File: src/rtl/pfc_pkg.sv
// pfc_pkg: register map, field layout and constants of the dual-slope pwm timer
// assumes a 32-bit avalon-mm slave with word addressing by byte offset
package pfc_pkg;
  localparam int unsigned AW = 6;
  localparam logic [5:0] OFF_CTRL   = 6'h00;
  localparam logic [5:0] OFF_CMPA   = 6'h04;
  localparam logic [5:0] OFF_CMPB   = 6'h08;
  localparam logic [5:0] OFF_CAPT   = 6'h0C;
  localparam logic [5:0] OFF_COUNT  = 6'h10;
  localparam logic [5:0] OFF_FLAGS  = 6'h14;
  localparam logic [5:0] OFF_IEN    = 6'h18;
  localparam logic [5:0] OFF_PIN    = 6'h1C;
  // ctrl fields
  localparam int unsigned CTRL_WGM_LSB  = 0;
  localparam int unsigned CTRL_COMA_LSB = 4;
  localparam int unsigned CTRL_COMB_LSB = 6;
  localparam int unsigned CTRL_CS_LSB   = 8;
  // flag bits
  localparam int unsigned FLG_OVF  = 0;
  localparam int unsigned FLG_CMPA = 1;
  localparam int unsigned FLG_CMPB = 2;
  localparam int unsigned FLG_CAPT = 3;
  // pin register fields: dir a, dir b, enable a, enable b
  localparam int unsigned PIN_DIRA = 0;
  localparam int unsigned PIN_DIRB = 1;
  localparam int unsigned PIN_ENA  = 2;
  localparam int unsigned PIN_ENB  = 3;
  localparam logic [3:0]  WGM_PFC_CAPT = 4'h8;
  localparam logic [3:0]  WGM_PFC_CMPA = 4'h9;
  localparam logic [1:0]  COM_OFF    = 2'h0;
  localparam logic [1:0]  COM_TOGGLE = 2'h1;
  localparam logic [1:0]  COM_NONINV = 2'h2;
  localparam logic [1:0]  COM_INV    = 2'h3;
  localparam logic [15:0] BOTTOM     = 16'h0000;
  localparam logic [15:0] ONE16      = 16'h0001;
  // prescaler select codes: 0 stopped, 1..5 = /1,/8,/64,/256,/1024
  localparam logic [2:0]  CS_STOP = 3'h0;
  localparam logic [2:0]  CS_1    = 3'h1;
  localparam logic [2:0]  CS_8    = 3'h2;
  localparam logic [2:0]  CS_64   = 3'h3;
  localparam logic [2:0]  CS_256  = 3'h4;
  localparam logic [2:0]  CS_1024 = 3'h5;
  localparam logic [9:0]  DIV_8    = 10'h007;
  localparam logic [9:0]  DIV_64   = 10'h03F;
  localparam logic [9:0]  DIV_256  = 10'h0FF;
  localparam logic [9:0]  DIV_1024 = 10'h3FF;
endpackage : pfc_pkg

File: src/rtl/pfc_prescaler.sv
// pfc_prescaler: divides the i/o clock into a one-cycle timer tick enable
// assumes clock and rst_n of the timer core; select changes restart the divider
module pfc_prescaler (
  input  wire logic       clock,
  input  wire logic       rst_n,
  input  wire logic [2:0] clk_sel,
  output logic            timer_tick
);
  logic [9:0] div_reg;
  logic [9:0] div_next;
  logic [9:0] limit;
  logic [2:0] sel_reg;

  always_comb begin
    unique case (clk_sel)
      pfc_pkg::CS_8:    limit = pfc_pkg::DIV_8;
      pfc_pkg::CS_64:   limit = pfc_pkg::DIV_64;
      pfc_pkg::CS_256:  limit = pfc_pkg::DIV_256;
      pfc_pkg::CS_1024: limit = pfc_pkg::DIV_1024;
      default:          limit = '0;
    endcase
    if (clk_sel != sel_reg || div_reg >= limit) begin
      div_next = '0;
    end else begin
      div_next = div_reg + 10'h001;
    end
  end

  // tick is a clock enable, never a second clock
  assign timer_tick = (clk_sel != pfc_pkg::CS_STOP) && (clk_sel <= pfc_pkg::CS_1024)
                      && (clk_sel == sel_reg) && (div_reg >= limit);

  always_ff @(posedge clock) begin
    if (!rst_n) begin
      div_reg <= '0;
      sel_reg <= pfc_pkg::CS_STOP;
    end else begin
      div_reg <= div_next;
      sel_reg <= clk_sel;
    end
  end
endmodule : pfc_prescaler

File: src/rtl/pfc_timer.sv
// pfc_timer: 16-bit dual-slope phase and frequency correct pwm timer
// assumes avalon-mm master on clock; output pins drive an external load
// Operation
// modes 8 and 9 select dual-slope pwm
// count bottom to top, then back down
// top from capture_top (8) or compare_a (9)
// count holds top for one tick
// non-inverting: clear up-match, set down-match
// mode two non-inverted, three inverted
// compare buffers load only at bottom
// overflow flag set at bottom reload
// top source flag set at top
// channel flag set on compare match
// software keeps top at least 0x0003
// software keeps top above compare values; the bench writes compare values up to and equal to top
// pin driven only with direction and enable; the output enable follows the direction bit alone
// bottom value gives low, top gives high
// tick is clock divided by prescaler
// fully synchronous, tick is clock enable
// software picks top source by use
// mode one with top mode bit toggles a
// mode zero or disabled keeps port function
// flags sticky until cleared, maskable interrupt
//
// The implementer's own choices: the Avalon-MM slave port and the address map.
module pfc_timer (
  input  wire logic        clock,
  input  wire logic        rst_n,
  input  wire logic [5:0]  avs_address,
  input  wire logic        avs_read,
  input  wire logic        avs_write,
  input  wire logic [31:0] avs_writedata,
  input  wire logic [3:0]  avs_byteenable,
  output logic [31:0]      avs_readdata,
  output logic             avs_waitrequest,
  input  wire logic        port_a_out,
  input  wire logic        port_b_out,
  output logic             pin_a_o,
  output logic             pin_a_oe,
  output logic             pin_b_o,
  output logic             pin_b_oe,
  output logic             irq
);
  logic [15:0] cnt_reg;
  logic [15:0] cnt_next;
  logic        down_reg;
  logic        down_next;
  logic [15:0] cmpa_reg;    // active compare values
  logic [15:0] cmpa_next;
  logic [15:0] cmpb_reg;
  logic [15:0] cmpb_next;
  logic [15:0] bufa_reg;    // software-written buffers
  logic [15:0] bufa_next;
  logic [15:0] bufb_reg;
  logic [15:0] bufb_next;
  logic [15:0] capt_reg;
  logic [15:0] capt_next;
  logic [10:0] ctrl_reg;
  logic [10:0] ctrl_next;
  logic [3:0]  flag_reg;
  logic [3:0]  flag_next;
  logic [3:0]  ien_reg;
  logic [3:0]  ien_next;
  logic [3:0]  pin_reg;
  logic [3:0]  pin_next;
  logic        oca_reg;
  logic        oca_next;
  logic        ocb_reg;
  logic        ocb_next;
  logic [31:0] rdata_reg;
  logic [31:0] rdata_next;
  logic        ack_reg;
  logic        ack_next;

  logic        tick;
  logic [3:0]  wgm;
  logic [1:0]  coma;
  logic [1:0]  comb;
  logic        pfc_mode;
  logic [15:0] top;
  logic        at_top;
  logic        at_bottom;
  logic        reload;
  logic        slope_down;
  logic        match_a;
  logic        match_b;
  logic        req_new;
  logic        wr_cyc;
  logic        rd_cyc;
  logic [3:0]  flag_set;

  assign wgm  = ctrl_reg[pfc_pkg::CTRL_WGM_LSB +: 4];
  assign coma = ctrl_reg[pfc_pkg::CTRL_COMA_LSB +: 2];
  assign comb = ctrl_reg[pfc_pkg::CTRL_COMB_LSB +: 2];
  assign pfc_mode = (wgm == pfc_pkg::WGM_PFC_CAPT) || (wgm == pfc_pkg::WGM_PFC_CMPA);
  assign top = (wgm == pfc_pkg::WGM_PFC_CMPA) ? cmpa_reg : capt_reg;

  pfc_prescaler u_presc (
    .clock      (clock),
    .rst_n      (rst_n),
    .clk_sel    (ctrl_reg[pfc_pkg::CTRL_CS_LSB +: 3]),
    .timer_tick (tick)
  );

  // byte-lane merge of a 16-bit register
  function automatic logic [15:0] merge16(input logic [15:0] old, input logic [31:0] wd,
                                          input logic [3:0] be);
    merge16 = {be[1] ? wd[15:8] : old[15:8], be[0] ? wd[7:0] : old[7:0]};
  endfunction : merge16

  // next waveform level for one channel on a tick
  function automatic logic wave_next(input logic cur, input logic [1:0] com,
                                     input logic match, input logic down,
                                     input logic tog_ok);
    logic lvl;
    lvl = cur;
    if (match) begin
      unique case (com)
        pfc_pkg::COM_NONINV: lvl = down;
        pfc_pkg::COM_INV:    lvl = !down;
        pfc_pkg::COM_TOGGLE: lvl = tog_ok ? !cur : cur;
        default:             lvl = cur;
      endcase
    end
    wave_next = lvl;
  endfunction : wave_next

  // slope a compare match acts on: top counts as the falling slope and bottom as the
  // rising one, so compare values at either extreme give a steady level
  function automatic logic match_down(input logic [15:0] cnt, input logic [15:0] tp,
                                      input logic down);
    if (cnt == tp) begin
      match_down = 1'b1;
    end else if (cnt == pfc_pkg::BOTTOM) begin
      match_down = 1'b0;
    end else begin
      match_down = down;
    end
  endfunction : match_down

  // one wait state: read data is loaded on the first edge, a write lands on the
  // edge at which waitrequest is seen low
  assign req_new = (avs_read || avs_write) && !ack_reg;
  assign wr_cyc  = avs_write && ack_reg;
  assign rd_cyc  = avs_read && !ack_reg;
  assign avs_waitrequest = req_new;
  assign avs_readdata = rdata_reg;

  assign at_top     = (cnt_reg == top);
  assign at_bottom  = (cnt_reg == pfc_pkg::BOTTOM);
  assign reload     = tick && pfc_mode && at_bottom;
  assign slope_down = match_down(cnt_reg, top, down_reg);
  assign match_a   = tick && pfc_mode && (cnt_reg == cmpa_reg);
  assign match_b   = tick && pfc_mode && (cnt_reg == cmpb_reg);

  // counter, direction, double buffer reload
  always_comb begin
    cnt_next  = cnt_reg;
    down_next = down_reg;
    cmpa_next = cmpa_reg;
    cmpb_next = cmpb_reg;
    if (reload) begin
      cmpa_next = bufa_reg;
      cmpb_next = bufb_reg;
    end
    if (tick && pfc_mode) begin
      if (!down_reg) begin
        // a stale top of zero must not wrap the count below bottom
        if (cnt_reg >= top && !at_bottom) begin
          down_next = 1'b1;
          cnt_next  = cnt_reg - pfc_pkg::ONE16;
        end else begin
          cnt_next = cnt_reg + pfc_pkg::ONE16;
        end
      end else begin
        if (at_bottom) begin
          down_next = 1'b0;
          cnt_next  = cnt_reg + pfc_pkg::ONE16;
        end else begin
          cnt_next = cnt_reg - pfc_pkg::ONE16;
        end
      end
    end
    if (wr_cyc && avs_address == pfc_pkg::OFF_COUNT) begin
      cnt_next = merge16(cnt_reg, avs_writedata, avs_byteenable);
    end
  end

  // waveform outputs
  always_comb begin
    oca_next = oca_reg;
    ocb_next = ocb_reg;
    if (tick && pfc_mode) begin
      oca_next = wave_next(oca_reg, coma, match_a, slope_down, wgm[3]);
      ocb_next = wave_next(ocb_reg, comb, match_b, slope_down, 1'b0);
    end
  end

  // flags, control and bus registers
  always_comb begin
    flag_set = '0;
    flag_set[pfc_pkg::FLG_OVF]  = reload;
    flag_set[pfc_pkg::FLG_CMPA] = match_a
        || (tick && at_top && !down_reg && wgm == pfc_pkg::WGM_PFC_CMPA);
    flag_set[pfc_pkg::FLG_CMPB] = match_b;
    flag_set[pfc_pkg::FLG_CAPT] = tick && at_top && !down_reg
                                  && wgm == pfc_pkg::WGM_PFC_CAPT;
    ctrl_next  = ctrl_reg;
    bufa_next  = bufa_reg;
    bufb_next  = bufb_reg;
    capt_next  = capt_reg;
    ien_next   = ien_reg;
    pin_next   = pin_reg;
    flag_next  = flag_reg;
    rdata_next = rdata_reg;
    ack_next   = req_new;
    if (wr_cyc) begin
      unique case (avs_address)
        pfc_pkg::OFF_CTRL: ctrl_next = {avs_byteenable[1] ? avs_writedata[10:8] : ctrl_reg[10:8],
                                        avs_byteenable[0] ? avs_writedata[7:0] : ctrl_reg[7:0]};
        pfc_pkg::OFF_CMPA: bufa_next = merge16(bufa_reg, avs_writedata, avs_byteenable);
        pfc_pkg::OFF_CMPB: bufb_next = merge16(bufb_reg, avs_writedata, avs_byteenable);
        pfc_pkg::OFF_CAPT: capt_next = merge16(capt_reg, avs_writedata, avs_byteenable);
        pfc_pkg::OFF_FLAGS: if (avs_byteenable[0]) flag_next = flag_reg & ~avs_writedata[3:0];
        pfc_pkg::OFF_IEN:  if (avs_byteenable[0]) ien_next = avs_writedata[3:0];
        pfc_pkg::OFF_PIN:  if (avs_byteenable[0]) pin_next = avs_writedata[3:0];
        default: ;
      endcase
    end
    flag_next = flag_next | flag_set; // set wins over clear
    if (rd_cyc) begin
      unique case (avs_address)
        pfc_pkg::OFF_CTRL:  rdata_next = {21'h000000, ctrl_reg};
        pfc_pkg::OFF_CMPA:  rdata_next = {16'h0000, bufa_reg};
        pfc_pkg::OFF_CMPB:  rdata_next = {16'h0000, bufb_reg};
        pfc_pkg::OFF_CAPT:  rdata_next = {16'h0000, capt_reg};
        pfc_pkg::OFF_COUNT: rdata_next = {15'h0000, down_reg, cnt_reg};
        pfc_pkg::OFF_FLAGS: rdata_next = {28'h0000000, flag_reg};
        pfc_pkg::OFF_IEN:   rdata_next = {28'h0000000, ien_reg};
        pfc_pkg::OFF_PIN:   rdata_next = {28'h0000000, pin_reg};
        default:            rdata_next = '0;
      endcase
    end
  end

  // pin muxing: waveform only when mode is connected and enabled; output enable from direction
  logic conn_a;
  logic conn_b;
  always_comb begin
    conn_a = pin_reg[pfc_pkg::PIN_ENA] && pfc_mode && (coma[1] || (coma == pfc_pkg::COM_TOGGLE
             && wgm[3]));
    conn_b = pin_reg[pfc_pkg::PIN_ENB] && pfc_mode && comb[1];
    pin_a_o  = conn_a ? oca_reg : port_a_out;
    pin_b_o  = conn_b ? ocb_reg : port_b_out;
    pin_a_oe = pin_reg[pfc_pkg::PIN_DIRA];
    pin_b_oe = pin_reg[pfc_pkg::PIN_DIRB];
  end

  assign irq = |(flag_reg & ien_reg);

  // counter and active compare values
  always_ff @(posedge clock) begin
    if (!rst_n) begin
      cnt_reg   <= '0;
      down_reg  <= 1'b0;
      cmpa_reg  <= '0;
      cmpb_reg  <= '0;
    end else begin
      cnt_reg   <= cnt_next;
      down_reg  <= down_next;
      cmpa_reg  <= cmpa_next;
      cmpb_reg  <= cmpb_next;
    end
  end

  // waveform levels
  always_ff @(posedge clock) begin
    if (!rst_n) begin
      oca_reg   <= 1'b0;
      ocb_reg   <= 1'b0;
    end else begin
      oca_reg   <= oca_next;
      ocb_reg   <= ocb_next;
    end
  end

  // software registers, flags and bus answer
  always_ff @(posedge clock) begin
    if (!rst_n) begin
      bufa_reg  <= '0;
      bufb_reg  <= '0;
      capt_reg  <= '0;
      ctrl_reg  <= '0;
      flag_reg  <= '0;
      ien_reg   <= '0;
      pin_reg   <= '0;
      rdata_reg <= '0;
      ack_reg   <= 1'b0;
    end else begin
      bufa_reg  <= bufa_next;
      bufb_reg  <= bufb_next;
      capt_reg  <= capt_next;
      ctrl_reg  <= ctrl_next;
      flag_reg  <= flag_next;
      ien_reg   <= ien_next;
      pin_reg   <= pin_next;
      rdata_reg <= rdata_next;
      ack_reg   <= ack_next;
    end
  end
endmodule : pfc_timer

File: config.mk
export PLATFORM = sky130hd
export DESIGN_NAME = pfc_timer
export DESIGN_NICKNAME = d
export VERILOG_FILES = /design/src/rtl/pfc_pkg.sv /design/src/rtl/pfc_prescaler.sv /design/src/rtl/pfc_timer.sv
export SDC_FILE = /design/constraint.sdc
export NUM_CORES = 1
export LEC_CHECK = 0
export ABC_AREA = 0
export ABC_CLOCK_PERIOD_IN_PS = 5350
export BUFFER_PORTS_ARGS = -buffer_cell sky130_fd_sc_hd__buf_2
export CORE_ASPECT_RATIO = 2
export CORE_MARGIN = 3
export CORE_UTILIZATION = 40
export CTS_CLUSTER_SIZE = 8
export DETAILED_ROUTE_END_ITERATION = 10
export PLACE_DENSITY = 0.62
export SYNTH_ARGS = -nofsm -noshare
export SYNTH_HDL_FRONTEND = slang
export SYNTH_SLANG_ARGS = --single-unit
File: constraint.sdc
create_clock -name clock -period 5.35 [get_ports clock]
set_input_delay 1.07 -clock clock [delete_from_list [all_inputs] [get_ports clock]]
set_output_delay 1.07 -clock clock [all_outputs]
set_load 0.1 [all_outputs]
==> flow_summary.yaml <==
outcome:
  outcome: "finished clean"
route:
  viasPerCell: 5.76
  first_pass_iters: 6
  wirelength_mm: 27.6
  drc: 0
  route.vias.total: 7729
  postRouteAntennaNets: 0
  drtIter0Drc: 418
  wl_per_cell_um: 20.6
placement:
  port_buffers: 52
  globalplace.congestion: 0.926
  placed_cells: 1309
  dp_hpwl_mm: 20.5
synth:
  ys_seq_area_frac: 0.364
  async_flop_share: 0
  synthFlopType: "dfxtp_1"
  synth_edf_count: 0
  yosys_warnings: 0
  synthesis.area_sq_um: 8420
  synthCells: 1048
  ys_types: 69
  ys_ff_latch: 153
  avgSynthCellArea_sq_um: 8.04
critical_path:
  path_delay_family: "compound AO/OA/AOI/OAI gates"
  max_stage_delay_ps: 610
  endpoint_kind: "register"
  start_kind: "register"
  critical_path_class: "register to register"
  crit_buf_inv: 3
  arrival_ps: 4610
  critPathMostFrequentCell: "buf_4"
  crit_slowest_cell: "or4_1"
  critPathMaxFanout: 9
  required_ps: 5690
  crit_chain: "nor3b_1, buf_4, and2_1, buf_4, mux2_2, ha_1, nand2b_1, a2111oi_0, o32ai_1, buf_4, or4_1, a21oi_1, a2bb2oi_1, o221a_2, o21a_1"
clock_network:
  cts_resized: 0
  cts_tree: "yes"
  clk_pin_slew_ps: 60
  holdBufCountCts: 0
  h-tree-depth: 4
  cts_root_buf: "clkbuf_16"
  clk_latency_ps: 450
  clock-sinks: 153
  numCtsBuffers: 17
  postCtsSetupBuffers: 0
  clk_path_buf_depth: 2
sta:
  worstMarginPinSlew_ps: 1090
  hold_violations: 0
  period_share: 0.798
  period_minus_slack_ps: 4270
  skew_ps: 13.1
  setup_viol: 0
  maxSlewViolCount: 0
  rsz0062_at_grt: "false"
  tns_ps: 0
  slew_headroom: 0.273
  fmax_ghz: 0.234
finish:
  largest_reg_flops: 17
  diodes: 0
  layout.nets: 1140
  layout_common_cells: "158 x nand2_1, 153 x dfxtp_1, 100 x a21oi_1, 100 x nor2_1, 76 x mux2i_1"
  regArea_sq_um: 3060
  drive_gt1_frac: 0.123
  area_delta_synth_final_pct: 11.8
  multi_input_area_sq_um: 4950
  final_cells: 1341
  final_common_cell: "nand2_1"
  nFillCells: 2170
global_route:
  grt_overflow_total: 0
  grt_first_pass_wirelength_mm: 42.6
  grt_pass1_vias: 7527
  grt_max_degree: 95
  antenna_found_initial: 0
  gr-usage-all-layers: 0.247
pwr:
  clkPwrFrac: 0.416
  intPower_uw: 1970
  switching_share: 0.323
  power_density_nw_per_um2: 309
  p_leak_uw: 0.00369
  p_sw_uw: 940
  peakVddDrop_v: 0.000248
  combPwrFrac: 0.186
  pwr-share-seq: 0.399
floorplanning:
  dieArea_sq_um: 22900
  core-area_sq_um: 20600
  rows: 74
  pin_count: 86
  die_h_um: 211
  die_w_um: 109
  initial_core_util: 0.410
hold_path:
  hold_class: "register to register"
flow_run:
  cap_viol_max_count: 0
## power groups by stage
stage          registers (uW)  logic [uW]  clock network (uW)
2_1_floorplan            1210         374                   0
3_3_place_gp             1190         528                   0
3_5_place_dp             1190         529                   0
4_1_cts                  1160         534                1220
5_1_grt                  1160         572                1270
6_report                 1160         540                1210
## cell usage after synthesis, drive strengths merged (4+ instances only)
library cell,instances,area (sq um)
nor4,10,75.1
a22oi,9,67.6
mux2i,76,761
nand2b,6,37.5
a221oi,9,85.1
xor2,23,201
buf,26,175
dfxtp,153,3060
and3,8,50.1
o32ai,5,43.8
inv,14,52.6
o21ai,26,130
xnor2,24,210
clkbuf,68,255
a31oi,9,56.3
nand4,18,113
nand3,48,240
nor2b,4,25.0
nor2,102,385
mux2,7,78.8
o21a,4,30.0
a21oi,101,509
and2,9,56.3
nor3,26,130
a211oi,8,65.1
or3,8,50.1
o22ai,5,31.3
a22o,13,114
ha,30,375
nand2,158,593
## per-layer routing
metal | share of wire | GRT usage
met3 | 0.035 | 0.0355
met5 | 0 | 0
met4 | 0.075 | 0.184
met1 | 0.36 | 0.247
met2 | 0.53 | 0.450
## worst register-to-register path: cells and delay by family (launching register included)
kind	cells	cell delay (ps)
AO/OA/AOI/OAI	6	1430
AND/OR/NAND/NOR	4	1110
buffers and inverters	3	550
flip-flops	1	430
multiplexers	1	360
adder cells (fa/ha/maj)	1	290
## through the flow
step           setup slack (ps)  utilization  hold WS [ps]  total power, uW  instance area [sq um]
5_1_grt                     977        0.458           481             3000                   9420
2_1_floorplan              1130            -           437             1590                   8480
3_5_place_dp               1180        0.430           450             1710                   8830
3_3_place_gp               1180        0.430           441             1710                   8830
4_1_cts                    1140        0.458           459             2920                   9420
6_report                   1080        0.458           459             2910                   9420
## final timing paths
check                               startpoint                            to  slack [ps]  cells past startpoint
setup / recovery      ctrl_reg[3]$_SDFFE_PN0P_       cnt_reg[6]$_SDFFE_PN0P_        1080                     15
hold / removal    avs_readdata[2]$_SDFFE_PN0P_  avs_readdata[2]$_SDFFE_PN0P_         460                      2
setup reg to reg      ctrl_reg[3]$_SDFFE_PN0P_       cnt_reg[6]$_SDFFE_PN0P_        1080                     15
hold reg to reg   avs_readdata[2]$_SDFFE_PN0P_  avs_readdata[2]$_SDFFE_PN0P_         460                      2
## kinds of logic (layout without fill, tap and decap cells)
group                    Yosys count  count (layout)  synth area share
other                              1              15          0.000445
XOR/XNOR                          47              47            0.0489
AO/OA/AOI/OAI                    214             214             0.160
flip-flops                       153             153             0.364
adder cells (fa/ha/maj)           30              30            0.0446
buffers and inverters            108             121            0.0573
AND/OR/NAND/NOR                  411             411             0.223
multiplexers                      84              84             0.102
## cell type report
| class | count | share of cell area |
|---|---|---|
| clock buffers | 17 | 0.0452 |
| clock inverters | 15 | 0.0170 |
| inverters | 14 | 0.00585 |
| multi-input cells | 801 | 0.525 |
| flip-flops and latches | 153 | 0.325 |
| well taps | 266 | 0.0353 |
| repair buffers | 75 | 0.0460 |
No activity file was read; power rests on OpenSTA's default activity.
